$ cat src/shared/spb_pkg.sv
// Constants and types for the streamed playback message handler
`default_nettype none
package spb_pkg;
	// ==========================================
	// Message identifiers
	localparam logic [15:0] ID_OUT_SETUP     = 16'h0008;
	localparam logic [15:0] ID_OUT_SETUP_ACK = 16'h0009;
	localparam logic [15:0] ID_MUTE_REQ      = 16'h000C;
	localparam logic [15:0] ID_MUTE_ACK      = 16'h000D;
	localparam logic [15:0] ID_DEC_SETUP     = 16'h006B;
	localparam logic [15:0] ID_DEC_ACK       = 16'h006C;
	localparam logic [15:0] ID_BLK_REQ       = 16'h006D;
	localparam logic [15:0] ID_BLK_ACK       = 16'h006E;
	localparam logic [15:0] ID_SPACE         = 16'h006F;
	localparam logic [15:0] ID_HOLD_REQ      = 16'h0070;
	localparam logic [15:0] ID_HOLD_ACK      = 16'h0071;
	localparam logic [15:0] ID_STOP_REQ      = 16'h0072;
	localparam logic [15:0] ID_STOP_ACK      = 16'h0073;
	localparam logic [15:0] ID_HALTED        = 16'h007C;
	// ==========================================
	// Message lengths in bytes
	localparam logic [15:0] LEN_ACK       = 16'h0006;
	localparam logic [15:0] LEN_HALTED    = 16'h0004;
	localparam logic [15:0] LEN_SPACE     = 16'h0011;
	localparam logic [15:0] LEN_STOP_ACK  = 16'h0014;
	localparam logic [15:0] LEN_OUT_SETUP = 16'h000C;
	localparam logic [15:0] LEN_DEC_SETUP = 16'h0010;
	localparam logic [15:0] LEN_HOLD_REQ  = 16'h0008;
	localparam logic [15:0] LEN_SHORT_REQ = 16'h0006;
	// ==========================================
	// Field positions and values
	localparam logic [15:0] OFS_FLAG  = 16'h0004;
	localparam logic [15:0] OFS_FMT   = 16'h0005;
	localparam logic [15:0] OFS_RATE0 = 16'h0008;
	localparam logic [15:0] OFS_RATE3 = 16'h000B;
	localparam logic [15:0] BLK_HDR   = 16'h0008;
	localparam logic [7:0]  FMT_CODE  = 8'h09;
	localparam logic [15:0] BLK_SZ_S  = 16'h0200;
	localparam logic [15:0] BLK_SZ_M  = 16'h0400;
	localparam logic [15:0] BLK_SZ_L  = 16'h0800;
	localparam logic [15:0] RES_OK    = 16'h0000;
	localparam logic [15:0] RES_BAD   = 16'h0001;
	// ==========================================
	// Playback: 256 samples, 16 ms at 16 kHz
	localparam int          DEC_W         = 12;
	localparam logic [11:0] START_SAMPLES = 12'h100;
	localparam logic [11:0] DEC_MAX       = 12'hFFF;
	typedef enum logic [2:0] {
		SPB_IDLE  = 3'b000,
		SPB_SETUP = 3'b001,
		SPB_FILL  = 3'b010,
		SPB_PLAY  = 3'b011,
		SPB_HOLD  = 3'b100,
		SPB_DONE  = 3'b101
	} spb_state_t;
endpackage
`default_nettype wire

$ cat src/shared/spb_tx_if.sv
// Message launch carrier between handler and serializer
`timescale 1ns/1ns
`default_nettype none
interface spb_tx_if;
	logic        start;
	logic [15:0] id;
	logic [15:0] len;
	logic [15:0] res;
	logic        busy;
	modport main (output start, output id, output len, output res,
		input busy);
	modport tx (input start, input id, input len, input res,
		output busy);
endinterface
`default_nettype wire

$ cat src/hdl/spb_msg_handler.sv
// Streamed playback message handler: parser, playback and replies
`timescale 1ns/1ns
`default_nettype none
// Function
// - mute request answered by 6-byte ack id 000D, zero or error result.
// - output-halted notice is 4 bytes, id 007C, no payload.
// - decoding starts on its own after first data block completes.
// - output waits for 256 decoded samples (16 ms), then begins.
// - second stop request ends stream, clears buffer, normally no notice.
// - halted notice may follow stop ack on coincident underrun or end.
// - device detects stream end, notices after all audio is output.
// - after normal end, two stop exchanges are accepted without fault.
// - hold request gives halted notice once output has stopped.
// - hold request cancelling pause restarts output.
// - buffer-space notice sent when buffer has room for next block.
// - decoder setup 0x10 bytes, id 006B, format 09, rate bytes 8-11.
// - decoder setup ack 6 bytes, id 006C, zero or error result.
// - every data block acked with 6 bytes, id 006E, result.
// - buffer notice 0x11 bytes, id 006F, reserved bytes zero.
// - hold request 8 bytes, id 0070, flag 1 pauses, 0 cancels.
// - stop request 6 bytes, id 0072; the second one ends playback, empties buffer.
// - stop ack 0x14 bytes, id 0073, result, reserved zero.
module spb_msg_handler
	import spb_pkg::*;
#(
	parameter int BUF_BYTES = 4096
)
(
	input  wire logic   i_clk,
	input  wire logic   i_sys_rst,
	input  wire logic   i_rx_valid,
	input  wire logic [7:0] i_rx_byte,
	input  wire logic   i_tx_ready,
	input  wire logic   i_dec_tick,
	input  wire logic   i_out_tick,
	output logic        o_tx_valid,
	output logic [7:0]  o_tx_byte,
	output logic        o_blk_valid,
	output logic [7:0]  o_blk_byte,
	output logic [31:0] o_sample_rate,
	output logic        o_decoding,
	output logic        o_output_on,
	output logic        o_muted
);
	localparam int LW = $clog2(BUF_BYTES + 1);

	spb_tx_if u_if ();

	spb_state_t  st_q, st_d;
	logic [15:0] idx_q, idx_d, len_q, len_d, id_q, id_d, id_now, pay;
	logic [15:0] bsz_q, bsz_d, aid_q, aid_d, alen_q, alen_d, ares_q;
	logic [15:0] ares_d, tid_q, tid_d, tlen_q, tlen_d, tres_q, tres_d;
	logic [31:0] rate_q, rate_d, orate_q, orate_d;
	logic [LW-1:0]    lvl_q, lvl_d;
	logic [DEC_W-1:0] dec_q, dec_d;
	logic bad_q, bad_d, flg_q, flg_d, bv_q, bv_d, eom, ok, room, short;
	logic [7:0] bb_q, bb_d;
	logic hold_q, hold_d, mute_q, mute_d, stop1_q, stop1_d, fin_q, fin_d;
	logic ack_q, ack_d, halt_q, halt_d, spc_q, spc_d, go_q, go_d;
	logic run_q, run_d, on_q, on_d;

	// ==========================================
	// Inbound parser
	always_comb
	begin
		idx_d  = idx_q;
		len_d  = len_q;
		id_d   = id_q;
		bad_d  = bad_q;
		flg_d  = flg_q;
		rate_d = rate_q;
		bv_d   = 1'b0;
		bb_d   = i_rx_byte;
		eom    = 1'b0;
		id_now = id_q;
		if (i_rx_valid)
		begin
			idx_d = idx_q + 16'h0001;
			// length and id low byte first
			if (idx_q == 16'h0000)
			begin
				len_d = {8'h00, i_rx_byte};
				bad_d = 1'b0;
			end
			if (idx_q == 16'h0001)
				len_d[15:8] = i_rx_byte;
			if (idx_q == 16'h0002)
				id_d[7:0] = i_rx_byte;
			if (idx_q == 16'h0003)
			begin
				id_d[15:8] = i_rx_byte;
				id_now = id_d;
			end
			if (idx_q >= OFS_FLAG)
			begin
				if (id_q == ID_DEC_SETUP)
				begin
					if (idx_q == OFS_FMT)
						bad_d = bad_d | (i_rx_byte != FMT_CODE);
					else if (idx_q >= OFS_RATE0 && idx_q <= OFS_RATE3)
						rate_d = {i_rx_byte, rate_q[31:8]};
					else
						bad_d = bad_d | (i_rx_byte != 8'h00);
				end
				// flag must be 0 or 1
				else if (id_q == ID_HOLD_REQ || id_q == ID_MUTE_REQ)
				begin
					if (idx_q == OFS_FLAG)
						flg_d = i_rx_byte[0];
					bad_d = bad_d | ((idx_q == OFS_FLAG) ?
						(i_rx_byte > 8'h01) : (i_rx_byte != 8'h00));
				end
				else if (id_q == ID_STOP_REQ)
					bad_d = bad_d | (i_rx_byte != 8'h00);
				else if (id_q == ID_BLK_REQ)
				begin
					if (idx_q < BLK_HDR)
						bad_d = bad_d | (i_rx_byte != 8'h00);
					else
						bv_d = 1'b1;
				end
			end
			if (idx_q >= 16'h0003 && idx_d >= len_q)
			begin
				eom   = 1'b1;
				idx_d = 16'h0000;
			end
		end
	end

	always_ff @(posedge i_clk or posedge i_sys_rst)
	begin
		if (i_sys_rst)
		begin
			idx_q  <= 16'h0000;
			len_q  <= 16'h0000;
			id_q   <= 16'h0000;
			bad_q  <= 1'b0;
			flg_q  <= 1'b0;
			rate_q <= 32'h0000_0000;
			bv_q   <= 1'b0;
			bb_q   <= 8'h00;
		end
		else
		begin
			idx_q  <= idx_d;
			len_q  <= len_d;
			id_q   <= id_d;
			bad_q  <= bad_d;
			flg_q  <= flg_d;
			rate_q <= rate_d;
			bv_q   <= bv_d;
			bb_q   <= bb_d;
		end
	end

	// ==========================================
	// Playback state, replies and launch
	assign pay   = len_q - BLK_HDR;
	assign short = pay != 16'h0000 &&
		pay < ((bsz_q == 16'h0000) ? BLK_SZ_S : bsz_q);
	assign room  = int'(lvl_q) + int'(bsz_q) <= BUF_BYTES;

	always_comb
	begin
		st_d = st_q; lvl_d = lvl_q; dec_d = dec_q; bsz_d = bsz_q;
		hold_d = hold_q; mute_d = mute_q; stop1_d = stop1_q;
		fin_d = fin_q; ack_d = ack_q; halt_d = halt_q; spc_d = spc_q;
		aid_d = aid_q; alen_d = alen_q; ares_d = ares_q; orate_d = orate_q;
		tid_d = tid_q; tlen_d = tlen_q; tres_d = tres_q; go_d = 1'b0;
		ok = !bad_d;
		if (!u_if.busy && !go_q)
		begin
			if (ack_q)
			begin
				go_d = 1'b1; ack_d = 1'b0;
				tid_d = aid_q; tlen_d = alen_q; tres_d = ares_q;
			end
			else if (halt_q)
			begin
				go_d = 1'b1; halt_d = 1'b0;
				tid_d = ID_HALTED; tlen_d = LEN_HALTED; tres_d = RES_OK;
			end
			else if (spc_q && room)
			begin
				go_d = 1'b1; spc_d = 1'b0;
				tid_d = ID_SPACE; tlen_d = LEN_SPACE; tres_d = RES_OK;
			end
		end
		// Decoder drains one buffer byte per sample
		if ((st_q == SPB_FILL || st_q == SPB_PLAY || st_q == SPB_HOLD)
			&& i_dec_tick && lvl_q != '0 && dec_q != DEC_MAX)
		begin
			lvl_d = lvl_q - LW'(1);
			dec_d = dec_q + DEC_W'(1);
		end
		if (bv_d && st_q != SPB_IDLE && st_q != SPB_DONE
			&& int'(lvl_d) < BUF_BYTES)
			lvl_d = lvl_d + LW'(1);
		if (st_q == SPB_PLAY && i_out_tick && dec_q != '0)
			dec_d = dec_d - DEC_W'(1);
		unique case (st_q)
			SPB_IDLE, SPB_SETUP, SPB_DONE: ;
			SPB_FILL:
				if (dec_q >= START_SAMPLES && !hold_q)
					st_d = SPB_PLAY;
			SPB_PLAY:
				if (hold_q)
				begin
					st_d = SPB_HOLD;
					halt_d = 1'b1;
				end
				else if (dec_q == '0 && lvl_q == '0)
				begin
					halt_d = 1'b1;
					st_d = fin_q ? SPB_DONE : SPB_FILL;
				end
			SPB_HOLD:
				if (!hold_q)
					st_d = SPB_PLAY;
		endcase
		if (eom)
		begin
			ack_d = 1'b1; stop1_d = 1'b0; alen_d = LEN_ACK;
			case (id_now)
				ID_OUT_SETUP:
				begin
					ok = ok && len_q == LEN_OUT_SETUP;
					aid_d = ID_OUT_SETUP_ACK;
				end
				ID_MUTE_REQ:
				begin
					ok = ok && len_q == LEN_SHORT_REQ;
					aid_d = ID_MUTE_ACK;
					if (ok)
						mute_d = flg_d;
				end
				ID_DEC_SETUP:
				begin
					ok = ok && len_q == LEN_DEC_SETUP &&
						(st_q == SPB_IDLE || st_q == SPB_SETUP);
					aid_d = ID_DEC_ACK;
					if (ok)
					begin
						st_d = SPB_SETUP;
						orate_d = rate_d;
					end
				end
				ID_BLK_REQ:
				begin
					ok = ok && st_q != SPB_IDLE && st_q != SPB_DONE && !fin_q
						&& (short || ((pay == BLK_SZ_S || pay == BLK_SZ_M ||
						pay == BLK_SZ_L) && (bsz_q == '0 || pay == bsz_q)));
					aid_d = ID_BLK_ACK;
					if (ok)
					begin
						spc_d = 1'b1;
						fin_d = short;
						if (bsz_q == '0)
							bsz_d = short ? BLK_SZ_S : pay;
						if (st_q == SPB_SETUP)
							st_d = SPB_FILL;
					end
				end
				ID_HOLD_REQ:
				begin
					ok = ok && len_q == LEN_HOLD_REQ;
					aid_d = ID_HOLD_ACK;
					if (ok)
						hold_d = flg_d;
				end
				ID_STOP_REQ:
				begin
					ok = ok && len_q == LEN_SHORT_REQ;
					aid_d = ID_STOP_ACK;
					alen_d = LEN_STOP_ACK;
					if (ok && stop1_q)
					begin
						st_d = SPB_IDLE; lvl_d = '0; dec_d = '0;
						bsz_d = '0; fin_d = 1'b0; hold_d = 1'b0;
						mute_d = 1'b0; spc_d = 1'b0;
					end
					else if (ok)
						stop1_d = 1'b1;
				end
				default:
					ack_d = ack_q;
			endcase
			ares_d = ok ? RES_OK : RES_BAD;
		end
		run_d = st_d == SPB_FILL || st_d == SPB_PLAY || st_d == SPB_HOLD;
		on_d = st_d == SPB_PLAY;
	end

	always_ff @(posedge i_clk or posedge i_sys_rst)
	begin
		if (i_sys_rst)
		begin
			st_q <= SPB_IDLE; lvl_q <= '0; dec_q <= '0; bsz_q <= '0;
			hold_q <= 1'b0; mute_q <= 1'b0; stop1_q <= 1'b0; fin_q <= 1'b0;
			ack_q <= 1'b0; halt_q <= 1'b0; spc_q <= 1'b0; go_q <= 1'b0;
			aid_q <= '0; alen_q <= '0; ares_q <= '0; orate_q <= '0;
			tid_q <= '0; tlen_q <= '0; tres_q <= '0;
			run_q <= 1'b0; on_q <= 1'b0;
		end
		else
		begin
			st_q <= st_d; lvl_q <= lvl_d; dec_q <= dec_d; bsz_q <= bsz_d;
			hold_q <= hold_d; mute_q <= mute_d; stop1_q <= stop1_d;
			fin_q <= fin_d; ack_q <= ack_d; halt_q <= halt_d;
			spc_q <= spc_d; go_q <= go_d; aid_q <= aid_d; alen_q <= alen_d;
			ares_q <= ares_d; orate_q <= orate_d; tid_q <= tid_d;
			tlen_q <= tlen_d; tres_q <= tres_d; run_q <= run_d; on_q <= on_d;
		end
	end

	assign u_if.start = go_q;
	assign u_if.id    = tid_q;
	assign u_if.len   = tlen_q;
	assign u_if.res   = tres_q;

	spb_tx_ser u_tx (
		.i_clk      (i_clk),
		.i_sys_rst  (i_sys_rst),
		.tx         (u_if.tx),
		.i_tx_ready (i_tx_ready),
		.o_tx_valid (o_tx_valid),
		.o_tx_byte  (o_tx_byte)
	);

	assign o_blk_valid   = bv_q;
	assign o_blk_byte    = bb_q;
	assign o_sample_rate = orate_q;
	assign o_decoding    = run_q;
	assign o_output_on   = on_q;
	assign o_muted       = mute_q;
endmodule
`default_nettype wire

$ cat src/hdl/spb_tx_ser.sv
// Outbound message serializer
`timescale 1ns/1ns
`default_nettype none
module spb_tx_ser
	import spb_pkg::*;
(
	input  wire logic  i_clk,
	input  wire logic  i_sys_rst,
	spb_tx_if.tx       tx,
	input  wire logic  i_tx_ready,
	output logic       o_tx_valid,
	output logic [7:0] o_tx_byte
);
	logic [15:0] idx_q, idx_d, len_q, len_d, id_q, id_d, res_q, res_d;
	logic        vld_q, vld_d;
	logic [7:0]  byt_q, byt_d;

	function automatic logic [7:0] pick(input logic [15:0] i, l, d, r);
		case (i)
			16'h0000: pick = l[7:0];
			16'h0001: pick = l[15:8];
			16'h0002: pick = d[7:0];
			16'h0003: pick = d[15:8];
			16'h0004: pick = r[7:0];
			16'h0005: pick = r[15:8];
			default:  pick = 8'h00;
		endcase
	endfunction

	// ==========================================
	// Byte sequencing
	always_comb
	begin
		idx_d = idx_q;
		len_d = len_q;
		id_d  = id_q;
		res_d = res_q;
		vld_d = vld_q;
		byt_d = byt_q;
		if (tx.start)
		begin
			len_d = tx.len;
			id_d  = tx.id;
			res_d = tx.res;
			idx_d = 16'h0000;
			vld_d = 1'b1;
			byt_d = tx.len[7:0];
		end
		else if (vld_q && i_tx_ready)
		begin
			idx_d = idx_q + 16'h0001;
			if (idx_d >= len_q)
				vld_d = 1'b0;
			else
				byt_d = pick(idx_d, len_q, id_q, res_q);
		end
	end

	always_ff @(posedge i_clk or posedge i_sys_rst)
	begin
		if (i_sys_rst)
		begin
			idx_q <= 16'h0000;
			len_q <= 16'h0000;
			id_q  <= 16'h0000;
			res_q <= 16'h0000;
			vld_q <= 1'b0;
			byt_q <= 8'h00;
		end
		else
		begin
			idx_q <= idx_d;
			len_q <= len_d;
			id_q  <= id_d;
			res_q <= res_d;
			vld_q <= vld_d;
			byt_q <= byt_d;
		end
	end

	assign tx.busy    = vld_q;
	assign o_tx_valid = vld_q;
	assign o_tx_byte  = byt_q;
endmodule
`default_nettype wire

$ cat config.mk
export PLATFORM = sky130hd
export DESIGN_NAME = spb_msg_handler
export DESIGN_NICKNAME = d
export VERILOG_FILES = /design/src/shared/spb_pkg.sv /design/src/shared/spb_tx_if.sv /design/src/hdl/spb_msg_handler.sv /design/src/hdl/spb_tx_ser.sv
export SDC_FILE = /design/constraint.sdc
export NUM_CORES = 1
export LEC_CHECK = 0
export BUFFER_PORTS_ARGS = -buffer_cell sky130_fd_sc_hd__buf_2
export CELL_PAD_IN_SITES_DETAIL_PLACEMENT = 2
export CELL_PAD_IN_SITES_GLOBAL_PLACEMENT = 2
export CORE_MARGIN = 3
export CORE_UTILIZATION = 44
export DETAILED_ROUTE_END_ITERATION = 10
export PLACE_DENSITY_LB_ADDON = 0.12
export SYNTH_ARGS = -nofsm -noshare
export SYNTH_HDL_FRONTEND = slang
export SYNTH_HIERARCHICAL = 1
export SYNTH_SLANG_ARGS = --single-unit
$ cat constraint.sdc
create_clock -name i_clk -period 16.97 [get_ports i_clk]
set_input_delay 2.5455 -clock i_clk [delete_from_list [all_inputs] [get_ports i_clk]]
set_output_delay 2.5455 -clock i_clk [all_outputs]
set_load 0.005 [all_outputs]
==> flow_summary.ini <==
[outcome]
status = complete, no violations

[global_route]
grt_overflow = 0
grt_antenna_before_repair = 1
grt_start_max_net_pins = 85
track_usage = 0.288
grt_pass1_wl_um = 89400
first_global_vias = 15200

[finish]
drive_gt1_frac = 0.184
nets = 1811
diodes = 0
instances_no_fill = 2208
fillers = 3734
layout_common_cells = dfrtp_1, nand2_1, mux2_2
final_common_cell = dfrtp_1
area_growth_pct = 11.6

[synth]
ys_seq_elements = 271
synth.distinct_cells = 99
synth_xor_area_frac = 0.0569
synth_fa_ha_area_frac = 0.0579
synth_top_family_by_area = simple AND/OR/NAND/NOR gates
synth_area_leaders = dfrtp_1, mux2_2, ha_1, xnor2_1, nand2_1
synthMuxAreaShare = 0.100
ys_seq_area_frac = 0.415
yosysTopAreaCellShare = 0.415
synth-edff-count = 0
syn_area_um2 = 16300
synth_cells = 1668
synthArstFlopShare = 1.00
synth-compound-area-share = 0.134
yosys_warnings = 6
synth_area_leader_cell = dfrtp_1
syn_avg_cell_area_um2 = 9.79
synth_top_flop_cell = dfrtp_1
synthSimpleGateAreaFrac = 0.188

[placed_design]
io_buffers = 66
place_congestion = 0.896
dp_hpwl_um = 39400
dp.cells = 2150
pre_cts_ws_ns = 10.91

[routing]
drtPass1Iterations = 5
drc = 0
dr.first_iter.drc_count = 628
drtAntennaViolNets = 0
wl_per_cell_um = 25.7
avgViaCountPerCell = 6.13
drt-total-wl_um = 56700
vias = 13500

[worst_setup_path]
cpLargestDelayFamily = simple AND/OR/NAND/NOR gates
worstPathRequired_ns = 17.40
worst_setup_path_start_kind = input port
cp.arrival_ns = 6.01
cp_max_fo = 36
max_stage_delay_ns = 0.74
end_kind = flip-flop
path_class = input port to flip-flop
path_buf_inv = 1
slowest_stage = nor3_1
path_cells = buf_2 > nor2b_1 > nand2_1 > a2111oi_0 > o21a_1 > nand2_1 > nor3_1 > nor3_1

[clocking]
cts_tree = done
clock_latency_ns = 0.60
hold_buffers = 0
cts.clk_slew.worst_paths_ns = 0.07
post_cts_resized = 0
ctsHtreeMaxLevel = 1
clkSinkCount = 271
cts_buffers = 31
cts_setup_buffers = 0
cts-root-buf = clkbuf_16
cts_buffer_depth = 3

[timing]
max_freq_ghz = 0.179
maxSlewViolCount = 0
worst_slew_pin_slew_ns = 1.19
relSlewSlack = 0.203
fin_ws_ns = 11.39
fin_worst_skew_ns = 0.0132
fin_setup_tns_ns = 0
fin_hold_ws_ns = 0.472
rsz0062_at_grt = false
finalSetupViolations = 0
hold_viol = 0
min_period_ns = 5.58
period_share = 0.329

[floorplanning]
die_h_um = 199
start_util = 0.453
core_um2 = 36100
ioPinCount = 67
num_rows = 69
dieArea_um2 = 39500
die_w_um = 199

[power_and_ir_drop]
p_per_area_nw_per_um2 = 147
vdd.ir_drop.worst_mv = 0.0995
leakage_nw = 8.45

[run]
maxCapViolCount = 0

[min_path]
min_path_type = flip-flop to flip-flop
[logic make-up after synthesis]
logic type,count (synthesis)
compound gates,315
xor+xnor,103
fa+ha+maj,75
buf+inv,185
flops,271
mux,147
other cells,1
simple gates,571
[final cells by class]
class / instances / area [µm²] / area share
Clock inverter: 21 / 338 / 0.0185
Timing Repair Buffer: 80 / 435 / 0.0239
Sequential cell: 271 / 6780 / 0.372
Clock buffer: 37 / 848 / 0.0465
Multi-Input combinational cell: 1247 / 8900 / 0.488
Inverter: 91 / 349 / 0.0191
Tap cell: 461 / 577 / 0.0316
[through the flow]
step / cell area [µm²] / util / total power [mW]
4_1_cts: 18200 / 0.505 / 2.69
3_5_place_dp: 17000 / 0.472 / 1.87
3_3_place_gp: 17000 / 0.472 / 1.80
6_report: 18200 / 0.505 / 2.69
2_1_floorplan: 16500 / - / 1.56
5_1_grt: 18200 / 0.505 / 2.84
[worst paths after layout]
path | slack [ns] | cells after the start | startpoint | endpoint
max | 11.39 | 8 | i_rx_valid | dec_q[11]
min | 0.47 | 2 | id_q[10] | id_q[10]
max reg2reg | 11.73 | 15 | len_q[3] | bsz_q[11]
min reg2reg | 0.47 | 2 | id_q[10] | id_q[10]
max in group asynchronous | 13.60 | 3 | i_sys_rst | id_q[3]
min in group asynchronous | 2.03 | 2 | i_sys_rst | idx_q[10]
[tightest hold or removal path, delay by kind of cell, from the launching register on]
kind	cells	cell delay (ns)
flip-flops	1	0.34
AND/OR/NAND/NOR	2	0.10
[report_power, final]
group	switching, mW	internal, mW	leakage [nW]
Combinational	0.604	0.372	4.40
Clock	0.305	0.480	0.574
Sequential	0.191	0.734	3.48
[Yosys cell counts (all sizes together) (5+ instances only)]
cell	number
dfrtp	271
nand2	140
mux2	131
nor2	106
inv	91
ha	74
clkbuf	68
o21ai	67
xnor2	65
a21oi	62
nor3	49
nor4	45
nand3	44
nand4	36
xor2	36
buf	26
or3	20
a31oi	19
and2	19
o22ai	17
and3	16
mux2i	16
or4	16
nand2b	14
a21o	13
o31ai	13
a22o	11
nor2b	11
nor3b	11
o211ai	11
o21bai	11
or2	11
a211oi	10
a221o	10
nand4b	9
a222oi	8
o21a	7
o2bb2ai	6
a2111oi	5
a32oi	5
and4	5
[per-layer routing]
layer  part of all wire  up-vias  global-route usage
li1                   -     6137                   -
met1               0.40     7023               0.340
met2               0.53      267               0.540
met3              0.038      102              0.0459
met4              0.030        2              0.0789
met5            0.00012        -                   0
Power figures use the tool's default switching activity.
